--- src/rtl/cmp_ctrl_pkg.sv ---
// Constants, register map and field layout of the comparator control block.
// Assumes a 32-bit AHB-Lite bus with each register in one aligned word.
//
// Notes on behaviour
// - Mux enable set and converter off: converter channel mux drives negative input.
// - Mux enable clear: dedicated negative pin drives the negative input.
// - channel select 000..111 picks channel zero..seven.
// - Writing one to power-off switches the comparator off, at any time.
// - Bandgap select one uses internal reference on positive input, else pin.
// - Raw comparator output is synchronised, one to two cycles, onto status bit.
// - Event flag sets when synchronised output shows the selected event.
// - Event flag clears when the processor enters the matching vector.
// - Writing one to the event flag clears it; writing zero leaves it.
// - Request is high only while flag, enable and global enable are all one.
// - Capture route set feeds comparator output to timer capture front end.
// - Capture route clear disconnects comparator output from timer capture.
// - Mode 00 toggle, 01 reserved, 10 falling edge, 11 rising edge.
// - Pin input disable turns the buffer off; port bit then reads zero.
// - Upper six bits of the pin input disable register read zero.
package cmp_ctrl_pkg;
  // Register byte offsets
  localparam logic [7:0] OFS_CTRL_STATUS = 8'h00;
  localparam logic [7:0] OFS_PIN_DISABLE = 8'h04;
  localparam logic [7:0] OFS_CONV_CTRL_B = 8'h08;
  localparam logic [7:0] OFS_CONV_CHAN   = 8'h0C;
  localparam logic [7:0] OFS_IRQ_STATUS  = 8'h10;
  localparam logic [7:0] OFS_IRQ_MASK    = 8'h14;
  // Field positions
  localparam int BIT_POWER_OFF = 7;
  localparam int BIT_BANDGAP   = 6;
  localparam int BIT_OUTPUT    = 5;
  localparam int BIT_FLAG      = 4;
  localparam int BIT_IRQ_EN    = 3;
  localparam int BIT_CAPTURE   = 2;
  localparam int BIT_MUX_EN    = 6;
  localparam int BIT_EVENT     = 0;
  // Reset values
  localparam logic [7:0] RST_CTRL_STATUS = 8'h00;
  localparam logic [1:0] RST_PIN_DISABLE = 2'h0;
  localparam logic [2:0] RST_CHAN        = 3'h0;
  localparam logic       RST_IRQ_MASK    = 1'h1;
  // AHB transfer type
  localparam logic [1:0] HTRANS_NONSEQ = 2'h2;
  localparam logic [1:0] HTRANS_SEQ    = 2'h3;
  // Event mode encodings
  typedef enum logic [1:0] {
    MODE_TOGGLE   = 2'h0,
    MODE_RESERVED = 2'h1,
    MODE_FALL     = 2'h2,
    MODE_RISE     = 2'h3
  } event_mode_e;
  // Writable control fields of the control and status register
  typedef struct packed {
    logic        comparator_power_off;
    logic        bandgap_positive_select;
    logic        comparator_irq_enable;
    logic        capture_route_enable;
    event_mode_e event_mode;
  } ctrl_s;
endpackage

--- src/rtl/cmp_ctrl.sv ---
// Comparator control and status logic with an AHB-Lite register slave.
// Assumes one clock; comparator output and pin levels arrive asynchronously.
//
// The placing of the registers and the AHB-Lite register port were left to the implementer.
`timescale 1ns/1ps
`default_nettype none
module cmp_ctrl
  import cmp_ctrl_pkg::*;
(
  input  wire logic        CLK,              // Core clock, 40 MHz
  input  wire logic        RESET,            // Async reset, active high
  input  wire logic        CE,               // Clock enable, freezes state
  input  wire logic        HSEL,             // Slave select
  input  wire logic [31:0] HADDR,            // Byte address
  input  wire logic [1:0]  HTRANS,           // Transfer type
  input  wire logic        HWRITE,           // Write when high
  input  wire logic [2:0]  HSIZE,            // Transfer size
  input  wire logic [31:0] HWDATA,           // Write data
  input  wire logic        HREADY,           // Bus ready
  output logic             HREADYOUT,        // Slave ready
  output logic [31:0]      HRDATA,           // Read data
  output logic             HRESP,            // Always OKAY
  input  wire logic        COMP_RAW,         // Raw analog comparator output
  input  wire logic [1:0]  PIN_DIGITAL_IN,   // Digital level of the two pins
  input  wire logic        CONVERTER_ON,     // Converter enabled
  input  wire logic        GLOBAL_IRQ_EN,    // Core global interrupt enable
  input  wire logic        VECTOR_ACK,       // Core entering comparator vector
  output logic             NEG_USE_CHANNEL,  // Negative input from channel mux
  output logic [2:0]       NEG_CHANNEL,      // Channel for negative input
  output logic             POS_USE_BANDGAP,  // Positive input from reference
  output logic             COMP_POWER_OFF,   // Comparator powered down
  output logic [1:0]       PIN_INPUT_OFF,    // Digital input buffers off
  output logic [1:0]       PORT_PIN_VALUE,   // Port read value of the pins
  output logic             CAPTURE_INPUT,    // To timer capture front end
  output logic             IRQ               // Comparator interrupt request
);

  ctrl_s       ctrl_ff;
  logic        flag_ff;
  logic        mux_en_ff;
  logic [2:0]  chan_ff;
  logic [1:0]  pin_off_ff;
  logic        irq_mask_ff;
  logic        comp_meta_ff;
  logic        comp_sync_ff;
  logic        comp_prev_ff;
  logic [1:0]  pin_meta_ff;
  logic [1:0]  pin_sync_ff;
  logic        wr_pend_ff;
  logic [7:0]  wr_addr_ff;
  logic        neg_use_ff;
  logic [2:0]  neg_chan_ff;
  logic        pos_bg_ff;
  logic        pwr_off_ff;
  logic [1:0]  pin_out_ff;
  logic [1:0]  port_val_ff;
  logic        capture_ff;
  logic        irq_ff;
  logic        hreadyout_ff;
  logic [31:0] hrdata_ff;
  logic        nxt_flag;
  logic        event_hit;
  logic        addr_valid;
  logic        wr_data;
  logic [7:0]  rd_byte;
  logic [7:0]  wbyte;
  logic [2:0]  prime_ff;
  logic        primed;

  // Address phase qualifier
  assign addr_valid = HSEL && HREADY &&
                      (HTRANS == HTRANS_NONSEQ || HTRANS == HTRANS_SEQ);
  assign wr_data = wr_pend_ff;
  assign wbyte   = HWDATA[7:0];

  // Two-flop synchronisers for comparator and pin levels
  always_ff @(posedge CLK or posedge RESET)
  begin
    if (RESET)
    begin
      comp_meta_ff <= 1'b0;
      comp_sync_ff <= 1'b0;
      comp_prev_ff <= 1'b0;
      pin_meta_ff  <= 2'h0;
      pin_sync_ff  <= 2'h0;
    end
    else if (CE)
    begin
      comp_meta_ff <= COMP_RAW;
      comp_sync_ff <= comp_meta_ff;
      comp_prev_ff <= comp_sync_ff;
      pin_meta_ff  <= PIN_DIGITAL_IN;
      pin_sync_ff  <= pin_meta_ff;
    end
  end

  // History fill: no edge counts until synchroniser and history hold real
  // samples, so a comparator high at reset release fakes no rising edge
  always_ff @(posedge CLK or posedge RESET)
  begin
    if (RESET)
      prime_ff <= 3'h0;
    else if (CE)
      prime_ff <= {prime_ff[1:0], 1'b1};
  end

  assign primed = prime_ff[2];

  // Edge and toggle detection by selected mode
  always_comb
  begin
    case (ctrl_ff.event_mode)
      MODE_TOGGLE:   event_hit = comp_sync_ff ^ comp_prev_ff;
      MODE_FALL:     event_hit = comp_prev_ff & ~comp_sync_ff;
      MODE_RISE:     event_hit = ~comp_prev_ff & comp_sync_ff;
      default:       event_hit = 1'b0;
    endcase
    if (!primed)
      event_hit = 1'b0;
  end

  // Event flag: set wins over vector and write-one clears
  always_comb
  begin
    nxt_flag = flag_ff;
    if (VECTOR_ACK)
      nxt_flag = 1'b0;
    if (wr_data && (wr_addr_ff == OFS_CTRL_STATUS) && wbyte[BIT_FLAG])
      nxt_flag = 1'b0;
    if (wr_data && (wr_addr_ff == OFS_IRQ_STATUS) && wbyte[BIT_EVENT])
      nxt_flag = 1'b0;
    if (event_hit)
      nxt_flag = 1'b1;
  end

  always_ff @(posedge CLK or posedge RESET)
  begin
    if (RESET)
      flag_ff <= RST_CTRL_STATUS[BIT_FLAG];
    else if (CE)
      flag_ff <= nxt_flag;
  end

  // Control fields of the control and status register
  always_ff @(posedge CLK or posedge RESET)
  begin
    if (RESET)
    begin
      ctrl_ff.comparator_power_off    <= RST_CTRL_STATUS[BIT_POWER_OFF];
      ctrl_ff.bandgap_positive_select <= RST_CTRL_STATUS[BIT_BANDGAP];
      ctrl_ff.comparator_irq_enable   <= RST_CTRL_STATUS[BIT_IRQ_EN];
      ctrl_ff.capture_route_enable    <= RST_CTRL_STATUS[BIT_CAPTURE];
      ctrl_ff.event_mode              <= event_mode_e'(RST_CTRL_STATUS[1:0]);
    end
    else if (CE && wr_data && wr_addr_ff == OFS_CTRL_STATUS)
    begin
      ctrl_ff.comparator_power_off    <= wbyte[BIT_POWER_OFF];
      ctrl_ff.bandgap_positive_select <= wbyte[BIT_BANDGAP];
      ctrl_ff.comparator_irq_enable   <= wbyte[BIT_IRQ_EN];
      ctrl_ff.capture_route_enable    <= wbyte[BIT_CAPTURE];
      ctrl_ff.event_mode              <= event_mode_e'(wbyte[1:0]);
    end
  end

  // Pin disable, mux enable, channel and interrupt mask registers
  always_ff @(posedge CLK or posedge RESET)
  begin
    if (RESET)
    begin
      pin_off_ff  <= RST_PIN_DISABLE;
      mux_en_ff   <= 1'b0;
      chan_ff     <= RST_CHAN;
      irq_mask_ff <= RST_IRQ_MASK;
    end
    else if (CE && wr_data)
    begin
      if (wr_addr_ff == OFS_PIN_DISABLE)
        pin_off_ff <= wbyte[1:0];
      if (wr_addr_ff == OFS_CONV_CTRL_B)
        mux_en_ff <= wbyte[BIT_MUX_EN];
      if (wr_addr_ff == OFS_CONV_CHAN)
        chan_ff <= wbyte[2:0];
      if (wr_addr_ff == OFS_IRQ_MASK)
        irq_mask_ff <= wbyte[BIT_EVENT];
    end
  end

  // Analog routing and pin outputs, all registered
  always_ff @(posedge CLK or posedge RESET)
  begin
    if (RESET)
    begin
      neg_use_ff  <= 1'b0;
      neg_chan_ff <= 3'h0;
      pos_bg_ff   <= 1'b0;
      pwr_off_ff  <= 1'b0;
      pin_out_ff  <= 2'h0;
      port_val_ff <= 2'h0;
      capture_ff  <= 1'b0;
    end
    else if (CE)
    begin
      neg_use_ff  <= mux_en_ff & ~CONVERTER_ON;
      neg_chan_ff <= (mux_en_ff & ~CONVERTER_ON) ? chan_ff : 3'h0;
      pos_bg_ff   <= ctrl_ff.bandgap_positive_select;
      pwr_off_ff  <= ctrl_ff.comparator_power_off;
      pin_out_ff  <= pin_off_ff;
      port_val_ff <= pin_sync_ff & ~pin_off_ff;
      capture_ff  <= ctrl_ff.capture_route_enable & comp_sync_ff;
    end
  end

  // Interrupt request, gated by enable, global enable and mask
  always_ff @(posedge CLK or posedge RESET)
  begin
    if (RESET)
      irq_ff <= 1'b0;
    else if (CE)
      irq_ff <= flag_ff & ctrl_ff.comparator_irq_enable &
                GLOBAL_IRQ_EN & irq_mask_ff;
  end

  // Read data mux
  always_comb
  begin
    case (HADDR[7:0])
      OFS_CTRL_STATUS: rd_byte = {ctrl_ff.comparator_power_off,
                                  ctrl_ff.bandgap_positive_select,
                                  comp_sync_ff, flag_ff,
                                  ctrl_ff.comparator_irq_enable,
                                  ctrl_ff.capture_route_enable,
                                  ctrl_ff.event_mode};
      OFS_PIN_DISABLE: rd_byte = {6'h00, pin_off_ff};
      OFS_CONV_CTRL_B: rd_byte = {1'b0, mux_en_ff, 6'h00};
      OFS_CONV_CHAN:   rd_byte = {5'h00, chan_ff};
      OFS_IRQ_STATUS:  rd_byte = {7'h00, flag_ff};
      OFS_IRQ_MASK:    rd_byte = {7'h00, irq_mask_ff};
      default:         rd_byte = 8'h00;
    endcase
  end

  // Bus slave: zero wait states, write taken in the data phase
  always_ff @(posedge CLK or posedge RESET)
  begin
    if (RESET)
    begin
      wr_pend_ff   <= 1'b0;
      wr_addr_ff   <= 8'h00;
      hreadyout_ff <= 1'b1;
      hrdata_ff    <= 32'h0000_0000;
    end
    else if (CE)
    begin
      hreadyout_ff <= 1'b1;
      wr_pend_ff   <= addr_valid && HWRITE && (HADDR[31:8] == 24'h000000);
      wr_addr_ff   <= HADDR[7:0];
      if (addr_valid && !HWRITE && HADDR[31:8] == 24'h000000)
        hrdata_ff <= {24'h000000, rd_byte};
      else
        hrdata_ff <= 32'h0000_0000;
    end
  end

  assign HREADYOUT       = hreadyout_ff;
  assign HRDATA          = hrdata_ff;
  assign HRESP           = 1'b0;
  assign NEG_USE_CHANNEL = neg_use_ff;
  assign NEG_CHANNEL     = neg_chan_ff;
  assign POS_USE_BANDGAP = pos_bg_ff;
  assign COMP_POWER_OFF  = pwr_off_ff;
  assign PIN_INPUT_OFF   = pin_out_ff;
  assign PORT_PIN_VALUE  = port_val_ff;
  assign CAPTURE_INPUT   = capture_ff;
  assign IRQ             = irq_ff;
endmodule
`default_nettype wire

--- config.mk ---
export PLATFORM = sky130hd
export DESIGN_NAME = cmp_ctrl
export DESIGN_NICKNAME = d
export VERILOG_FILES = /design/src/rtl/cmp_ctrl_pkg.sv /design/src/rtl/cmp_ctrl.sv
export SDC_FILE = /design/constraint.sdc
export NUM_CORES = 1
export LEC_CHECK = 0
export BUFFER_PORTS_ARGS = -buffer_cell sky130_fd_sc_hd__buf_2
export CAP_MARGIN = 20
export CORE_MARGIN = 1
export CORE_UTILIZATION = 45
export DETAILED_ROUTE_END_ITERATION = 8
export HOLD_SLACK_MARGIN = 0.06
export PLACE_DENSITY = 0.83
export SYNTH_ARGS = -nofsm -noshare
export SYNTH_HDL_FRONTEND = slang
export SYNTH_SLANG_ARGS = --single-unit
--- constraint.sdc ---
create_clock -name CLK -period 2 [get_ports CLK]
set_clock_uncertainty 0.2 [all_clocks]
set_input_delay 0.2 -clock CLK [delete_from_list [all_inputs] [get_ports CLK]]
set_output_delay 0.2 -clock CLK [all_outputs]
set_load 0.02 [all_outputs]
* Word-level counts from Yosys, hierarchy flattened
Cells that the tools add are included.
** Storage, ports and cells
- Register bits after elaboration :: 77
- Input bits :: 81
- Output and inout bits :: 46
- Logic and storage cells :: 87
** Cells by class
- Equality and inequality tests :: 14
- Muxes and demuxes :: 9
- Bitwise operators :: 13
- Reductions and logical operators :: 24
** Operators with widths (count)
- $pmux W8 S6 :: 1
- $eq A8 B4 Y1 const B :: 4
- $eq A8 B5 Y1 const B :: 4
- $logic_not A24 Y1 :: 1
- $eq A8 B3 Y1 const B :: 2
- $logic_not A8 Y1 :: 2
- $logic_and A1 B1 Y1 :: 12
- $reduce_and A2 Y1 :: 5
- $eq A2 B2 Y1 const B :: 4
- $mux W8 :: 1
- $and A1 B1 Y1 :: 7
- $mux W1 :: 5
- $reduce_bool A4 Y1 :: 1
- $mux W3 :: 1
- $not A1 Y1 :: 3
- $pmux W1 S3 :: 1
- $and A2 B2 Y2 :: 1
- $logic_not A2 Y1 :: 1
- $not A2 Y2 :: 1
- $logic_not A1 Y1 :: 1
- $logic_or A1 B1 Y1 :: 1
- $xor A1 B1 Y1 :: 1

* Depth between registers and ports, before layout
Gate-level depths: netlist of run 1.
- Depth after elaboration :: 6
- Mapped depth :: 6
- Gate-level depth less buffers :: 6

* Worst setup path before layout of run 1
Ideal clock, no wire load.
- Path type :: register to register
- From :: register wr_addr_ff[5]
- To :: register chan_ff[0]
- Setup time :: 0.125 ns
- Data arrival time :: 1.528 ns
- Required time :: 1.675 ns
- Setup slack :: 0.148 ns
- Cell stages (with the launch flop) :: 5
- Path buffers :: 0
- Clock period less this slack :: 1.852 ns
- Cell sequence :: dfrtp_1 > or4b_4 > nor3_4 > nand4_1 > mux2_2
** On the way
- Cells in the longest elaborated chain, start to end :: 2
** RTL lines
- start, declared :: line cmp_ctrl.sv:50 : logic [7:0] wr_addr_ff;
- start signal, assigned :: line cmp_ctrl.sv:256 : wr_addr_ff <= HADDR[7:0];
- $eq A8 B4 Y1 :: line cmp_ctrl.sv:181 : if (wr_addr_ff == OFS_CONV_CHAN)
- $reduce_and A2 Y1 (no source line)
- end signal, assigned :: line cmp_ctrl.sv:182 : chan_ff <= wbyte[2:0];
- end, declared :: line cmp_ctrl.sv:41 : logic [2:0] chan_ff;
No other way between the ends.
A chain may end at the register's enable or synchronous reset.

* Worst setup path in the final report of run 1
- From :: register wr_addr_ff[5]
- To :: register chan_ff[2]
The elaborated chain is that of the path after synthesis.

==> results.yml, run 1 <==
placement:
  port_buffers: 71
  dp_hpwl_mm: 3.86
  dp_slack_ps: -11.4
  placed_area_um2: 2890
  dp_cells: 351
  gp_congestion: 0.775
drt:
  detail-route-antenna-nets: 0
  vias: 1971
  vias_per_cell: 5.11
  first_pass_iters: 4
  drc: 0
  drtIter0Drc: 105
  avgRoutedWirePerCell_um: 14.7
  finalWirelength_mm: 5.66
timing:
  min_period_ps: 2000
  slew_viol_final: 0
  grt_setup_unrepaired: "yes"
  hold_viol: 0
  fin_crit_sh_pct: 99.9
  setup_slack_ps: 1.24
  finalSetupViolations: 0
  fmax_mhz: 500
  timing.setup.tns_ps: 0
logic_synthesis:
  ys_seq_area_share_pct: 52.9
  synth_fa_ha_area_share_pct: 0.997
  syn_area_um2: 2510
  synth_compound_area_share_pct: 7.97
  syn_inst: 211
  yosysWarningCount: 0
  yosysUniqueCellTypes: 32
  synth_top_family_by_area: "multiplexers"
  async_flop_share_pct: 100
  synth-main-ff-cell: "dfrtp_1"
  ys_ff_latch: 53
  synth_xor_xnor_area_share_pct: 0
  syn_area_per_cell_um2: 11.9
  synth_area_leader_cell: "dfrtp_1"
  synth-simple-area-share_pct: 11.1
  synth_edf_count: 0
  muxShareOfSynthArea_pct: 16.8
  netlist_top_cells_area: "dfrtp_1, mux2_2, buf_4"
  yosys.area.top_type_share_pct: 51.8
power_and_ir_drop:
  p_leak_nw: 1.61
  ir_drop_mv: 0.426
  totalPowerFinal_mw: 2.06
  p_per_area_nw_per_um2: 632
floorplanning:
  coreArea_um2: 5240
  ios: 127
  initial_core_util_pct: 47.9
  die_w_um: 76.7
  placementRows: 26
  die_y_um: 76.7
  die-area_um2: 5880
run_status:
  outcome: "finished clean"
grt:
  grt_overflow: 0
  grt_pass1_vias: 2020
  antenna_found_initial: 0
  grt_max_degree: 37
  grtUsageTotal_pct: 20.7
  grt_pass1_wl_mm: 9.50
cells_and_area:
  nFillCells: 428
  drive_gt1_share_pct: 40.2
  design_area_um2: 3260
  n_antenna_cell: 0
  nets: 398
  stdcell_count: 386
  syn_to_final_growth_pct: 29.7
clock_tree:
  clk_pin_slew_worst_paths_ps: 100
  worstSkewPairLatency_ps: 310
  clk_path_buf_depth: 2
  root_buffer: "clkbuf_8"
  numCtsBuffers: 5
  h-tree-depth: 2
  cts_tree: "yes"
  cts.sinks: 53
hold_path:
  hp-class: "in2reg"
setup_path:
  worst-path-max-fanout: 3
  cp.required_ps: 2010
  cp_data_arrival_time_ps: 2010
  start_kind: "flop"
  cp-end-kind: "flop"
  worstSetupPathType: "reg2reg"
flow_run:
  maxCapViolCount: 0
critical path, cell delays in order (launching register included):
cell and delay, ps:
dfrtp_1 390, or4b_4 560, nor3_4 170, nand4_1 240
mux2_2 330
cell type report:
class                           count  area, µm²  area share, %
Sequential cell                    53       1330           40.8
Multi-Input combinational cell    143       1030           31.6
Timing Repair Buffer              107        707           21.7
Tap cell                           70       87.6           2.69
Clock buffer                        6       72.6           2.23
Inverter                            5       18.8          0.576
Clock inverter                      2       15.0          0.461
power by group:
group / leakage [nW] / switching [mW] / internal (mW)
Clock: 0.0374 / 0.346 / 0.247
Combinational: 0.889 / 0.165 / 0.143
Sequential: 0.682 / 0.0397 / 1.12
cells by family (layout without fill, tap and decap cells):
group / count (synthesis) / in the layout
other: 2 / 26
adder cells (fa/ha/maj): 2 / 2
AND/OR/NAND/NOR: 51 / 51
flip-flops: 53 / 53
multiplexers: 38 / 38
buffers and inverters: 39 / 120
AO/OA/AOI/OAI: 26 / 26
per-layer routing:
layer / track usage, % / routed length [µm] / up-vias
met2: 36.6 / 2970 / 78
met5: 0 / 0 / -
met1: 24.2 / 2270 / 967
met4: 8.27 / 171 / 0
li1: - / - / 911
met3: 4.76 / 250 / 15
final timing paths:
check | start | endpoint | slack, ps | cells past startpoint
max in group asynchronous | RESET | irq_mask_ff | 810 | 4
worst max register to register | wr_addr_ff[5] | chan_ff[2] | 1 | 4
worst max-delay path | wr_addr_ff[5] | chan_ff[2] | 1 | 4
min in group asynchronous | RESET | wr_addr_ff[3] | 210 | 3
worst min-delay path | HADDR[12] | wr_data | 70 | 4
worst min register to register | IRQ | IRQ | 280 | 2
registers in the layout, indices dropped and copies added (netlist names), 2 cells and up:
signal          count
HRDATA              8
wr_addr_ff          8
ctrl_ff             6
NEG_CHANNEL         3
chan_ff             3
prime_ff            3
PIN_INPUT_OFF       2
PORT_PIN_VALUE      2
pin_meta_ff         2
pin_off_ff          2
pin_sync_ff         2
repair_timing:
item | CTS | global route
hold buffers | 26 | 0
endpoints found under the hold margin | 80 | 0
resized for setup | 0 | 3
pin swaps | 1 | 0
buffers inserted | 1 | 0
setup endpoints to repair | 3 | 20
cloned | 0 | 0
per-stage QoR:
stage	utilization (%)	hold slack [ps]
final	62.2	71.5
after floorplan	-	150
after global placement	55.2	0.557
after CTS	62.0	64.2
after global routing	62.2	79.7
after detailed placement	55.2	6.45
synth_stat cells, drive strengths merged (2+ instances only):
master    n
dfrtp    52
mux2     33
buf      28
nand2    16
nor4      8
o21ai     8
a22o      6
clkbuf    6
nor2      6
nor3      6
a32o      5
inv       5
mux2i     5
nand3     4
o2bb2ai   4
nand4     3
conb      2
ha        2
nand2b    2
layout by cell type (no fill, tap or decap), drive strengths merged:
cell,n
buf,81
dfrtp,52
mux2,33
conb,26
dlygate4sd3,26
nand2,16
o21ai,8
nor4,8
nor2,6
a22o,6
nor3,6
clkbuf,6
mux2i,5
a32o,5
inv,5
o2bb2ai,4
nand3,4
nand4,3
nand2b,2
ha,2
clkinvlp,2
or4b,1
nand4b,1
o31ai,1
nor3b,1
or2,1
and4b,1
a31oi,1
and3,1
o32ai,1
dfstp,1
(Power assumes the default switching activity.)
==> inputs of run 2 (changes only) <==
- CORE_UTILIZATION: 45 -> 47
- CTS_BUF_LIST: default -> sky130_fd_sc_hd__clkbuf_8
- PLACE_DENSITY: 0.83 -> 0.82
- SETUP_SLACK_MARGIN: default -> 0.5
==> run 2 against run 1 <==
  * Setup slack improved by 2.4 ps
  * Global-route usage rose by 0.65 points
  * Sequential share of layout area up 0.51 points
  * Non-clock buffer count shrank 7
  * Critical path type unchanged
  * Critical endpoint is now flag_ff
  * Largest cell class unchanged
==> results.yml, run 2 (synthesis gave the netlist of run 1 again) <==
run_status:
  outcome: "finished clean"
cells_and_area:
  finish.utilization_pct: 62.6
  drive_gt1_share_pct: 42.4
  final_common_cell: "buf_2"
  nets: 391
  nFillCells: 419
  multi_input_area_um2: 1060
  final_cell_mix: "buf_2, dfrtp_1, mux2_2"
  seq_area_um2: 1330
  syn_to_final_growth_pct: 28.1
  design_area_um2: 3220
  n_antenna_cell: 0
setup_path:
  slowest_delay_ps: 570
  crit_buf_inv: 2
  cp-end-kind: "flop"
  worstSetupPathType: "reg2reg"
  critPathSlowestCell: "or4b_4"
  cp.depth: 6
  start_kind: "flop"
  cp_data_arrival_time_ps: 1990
  cp_top_family: "simple AND/OR/NAND/NOR gates"
  cp_cell_sequence: "or4b_4 -> buf_4 -> buf_6 -> nor3b_4 -> o21ai_1 -> a32o_1"
  reg2reg_slack_ps: 4
  cp.required_ps: 2000
  worst-path-max-fanout: 2
  r2r_cells: 6
clock_tree:
  clk_pin_slew_worst_paths_ps: 90
  cts_tree: "yes"
  root_buffer: "clkbuf_8"
  h-tree-depth: 2
  numCtsBuffers: 5
  worstSkewPairLatency_ps: 310
  clk_path_buf_depth: 2
  cts.sinks: 53
timing:
  whs_ps: 47.3
  fmax_mhz: 501
  tightest_slew_ps: 592
  slew_viol_final: 0
  hold_viol: 0
  fin_crit_sh_pct: 99.8
  max_slew_margin_pct: 60.3
  finalSetupViolations: 0
  min_period_ps: 2000
  grt_setup_unrepaired: "yes"
placement:
  placed_area_um2: 2880
  dp_hpwl_mm: 3.94
  gp_congestion: 0.745
  port_buffers: 71
drt:
  vias_per_cell: 5.06
  drtIter0Drc: 84
  finalWirelength_mm: 5.48
  avgRoutedWirePerCell_um: 14.4
  first_pass_iters: 4
  drc: 0
  detail-route-antenna-nets: 0
  vias: 1917
power_and_ir_drop:
  totalPowerFinal_mw: 2.08
  p_per_area_nw_per_um2: 647
  seqPwrFrac_pct: 55.8
  switchingPower_uw: 554
  switching_share_pct: 26.6
  combPwrFrac_pct: 14.1
  clkPwrFrac_pct: 30.1
  ir_drop_mv: 0.563
  p_leak_nw: 1.61
  p_int_mw: 1.53
grt:
  grt_pass1_wl_mm: 8.82
  grt_pass1_vias: 1894
  antenna_found_initial: 0
  grtUsageTotal_pct: 21.4
  grt_overflow: 0
  grt_max_degree: 23
floorplanning:
  ios: 127
  die_y_um: 75.1
  placementRows: 26
  die-area_um2: 5640
  coreArea_um2: 5140
  initial_core_util_pct: 48.9
  die_w_um: 75.1
hold_path:
  worstHoldPathCells: 4
  hp-class: "in2reg"
flow_run:
  maxCapViolCount: 0
-- run 2: timing repair --
item,CTS,global route
hold buffers,18,0
setup endpoints to repair,14,20
resized for setup,5,5
buffers inserted,1,1
hold endpoints to repair,43,0
pin swaps,0,2
gates cloned,0,0
-- run 2: area by class of cell --
cell class	count	area share, %
Tap cell	70	2.72
Sequential cell	53	41.3
Multi-Input combinational cell	143	32.9
Timing Repair Buffer	100	19.4
Clock buffer	6	2.57
Clock inverter	2	0.350
Inverter	5	0.700
-- run 2: through the flow --
step	setup TNS [ps]	setup slack [ps]	std cells
3_5_place_dp	0	43.5	351
3_3_place_gp	0	54.2	351
4_1_cts	0	47.9	378
6_report	0	3.59	379
2_1_floorplan	0	150	235
5_1_grt	-364	-74.3	379
-- run 2: worst paths after layout --
path,start,endpoint
worst max-delay path,wr_addr_ff[5],flag_ff
worst min-delay path,HADDR[23],wr_data
worst max register to register,wr_addr_ff[5],flag_ff
worst min register to register,IRQ,IRQ
max in group asynchronous,RESET,flag_ff
min in group asynchronous,RESET,pin_sync_ff[0]
-- run 2: layer usage --
metal  up-vias  GRT usage, %  wire, µm
met5         -             0         0
met4         0          6.50       102
met3        11          5.22       370
met2        83          36.3      2760
met1       926          27.1      2240
li1        897             -         -
-- run 2: power by group through the flow --
| stage | clock (mW) | combinational [mW] | sequential (mW) |
|---|---|---|---|
| after global routing | 0.672 | 0.326 | 1.17 |
| after global placement | 0 | 0.252 | 1.18 |
| after floorplan | 0 | 0.201 | 1.18 |
| after CTS | 0.634 | 0.289 | 1.16 |
| final | 0.626 | 0.293 | 1.16 |
| after detailed placement | 0 | 0.261 | 1.18 |
-- run 2: worst register-to-register path, cell delays in order (launching register included) --
cell and delay, ps:
dfrtp_1 390, or4b_4 570, buf_4 160, buf_6 120
nor3b_4 150, o21ai_1 90, a32o_1 210
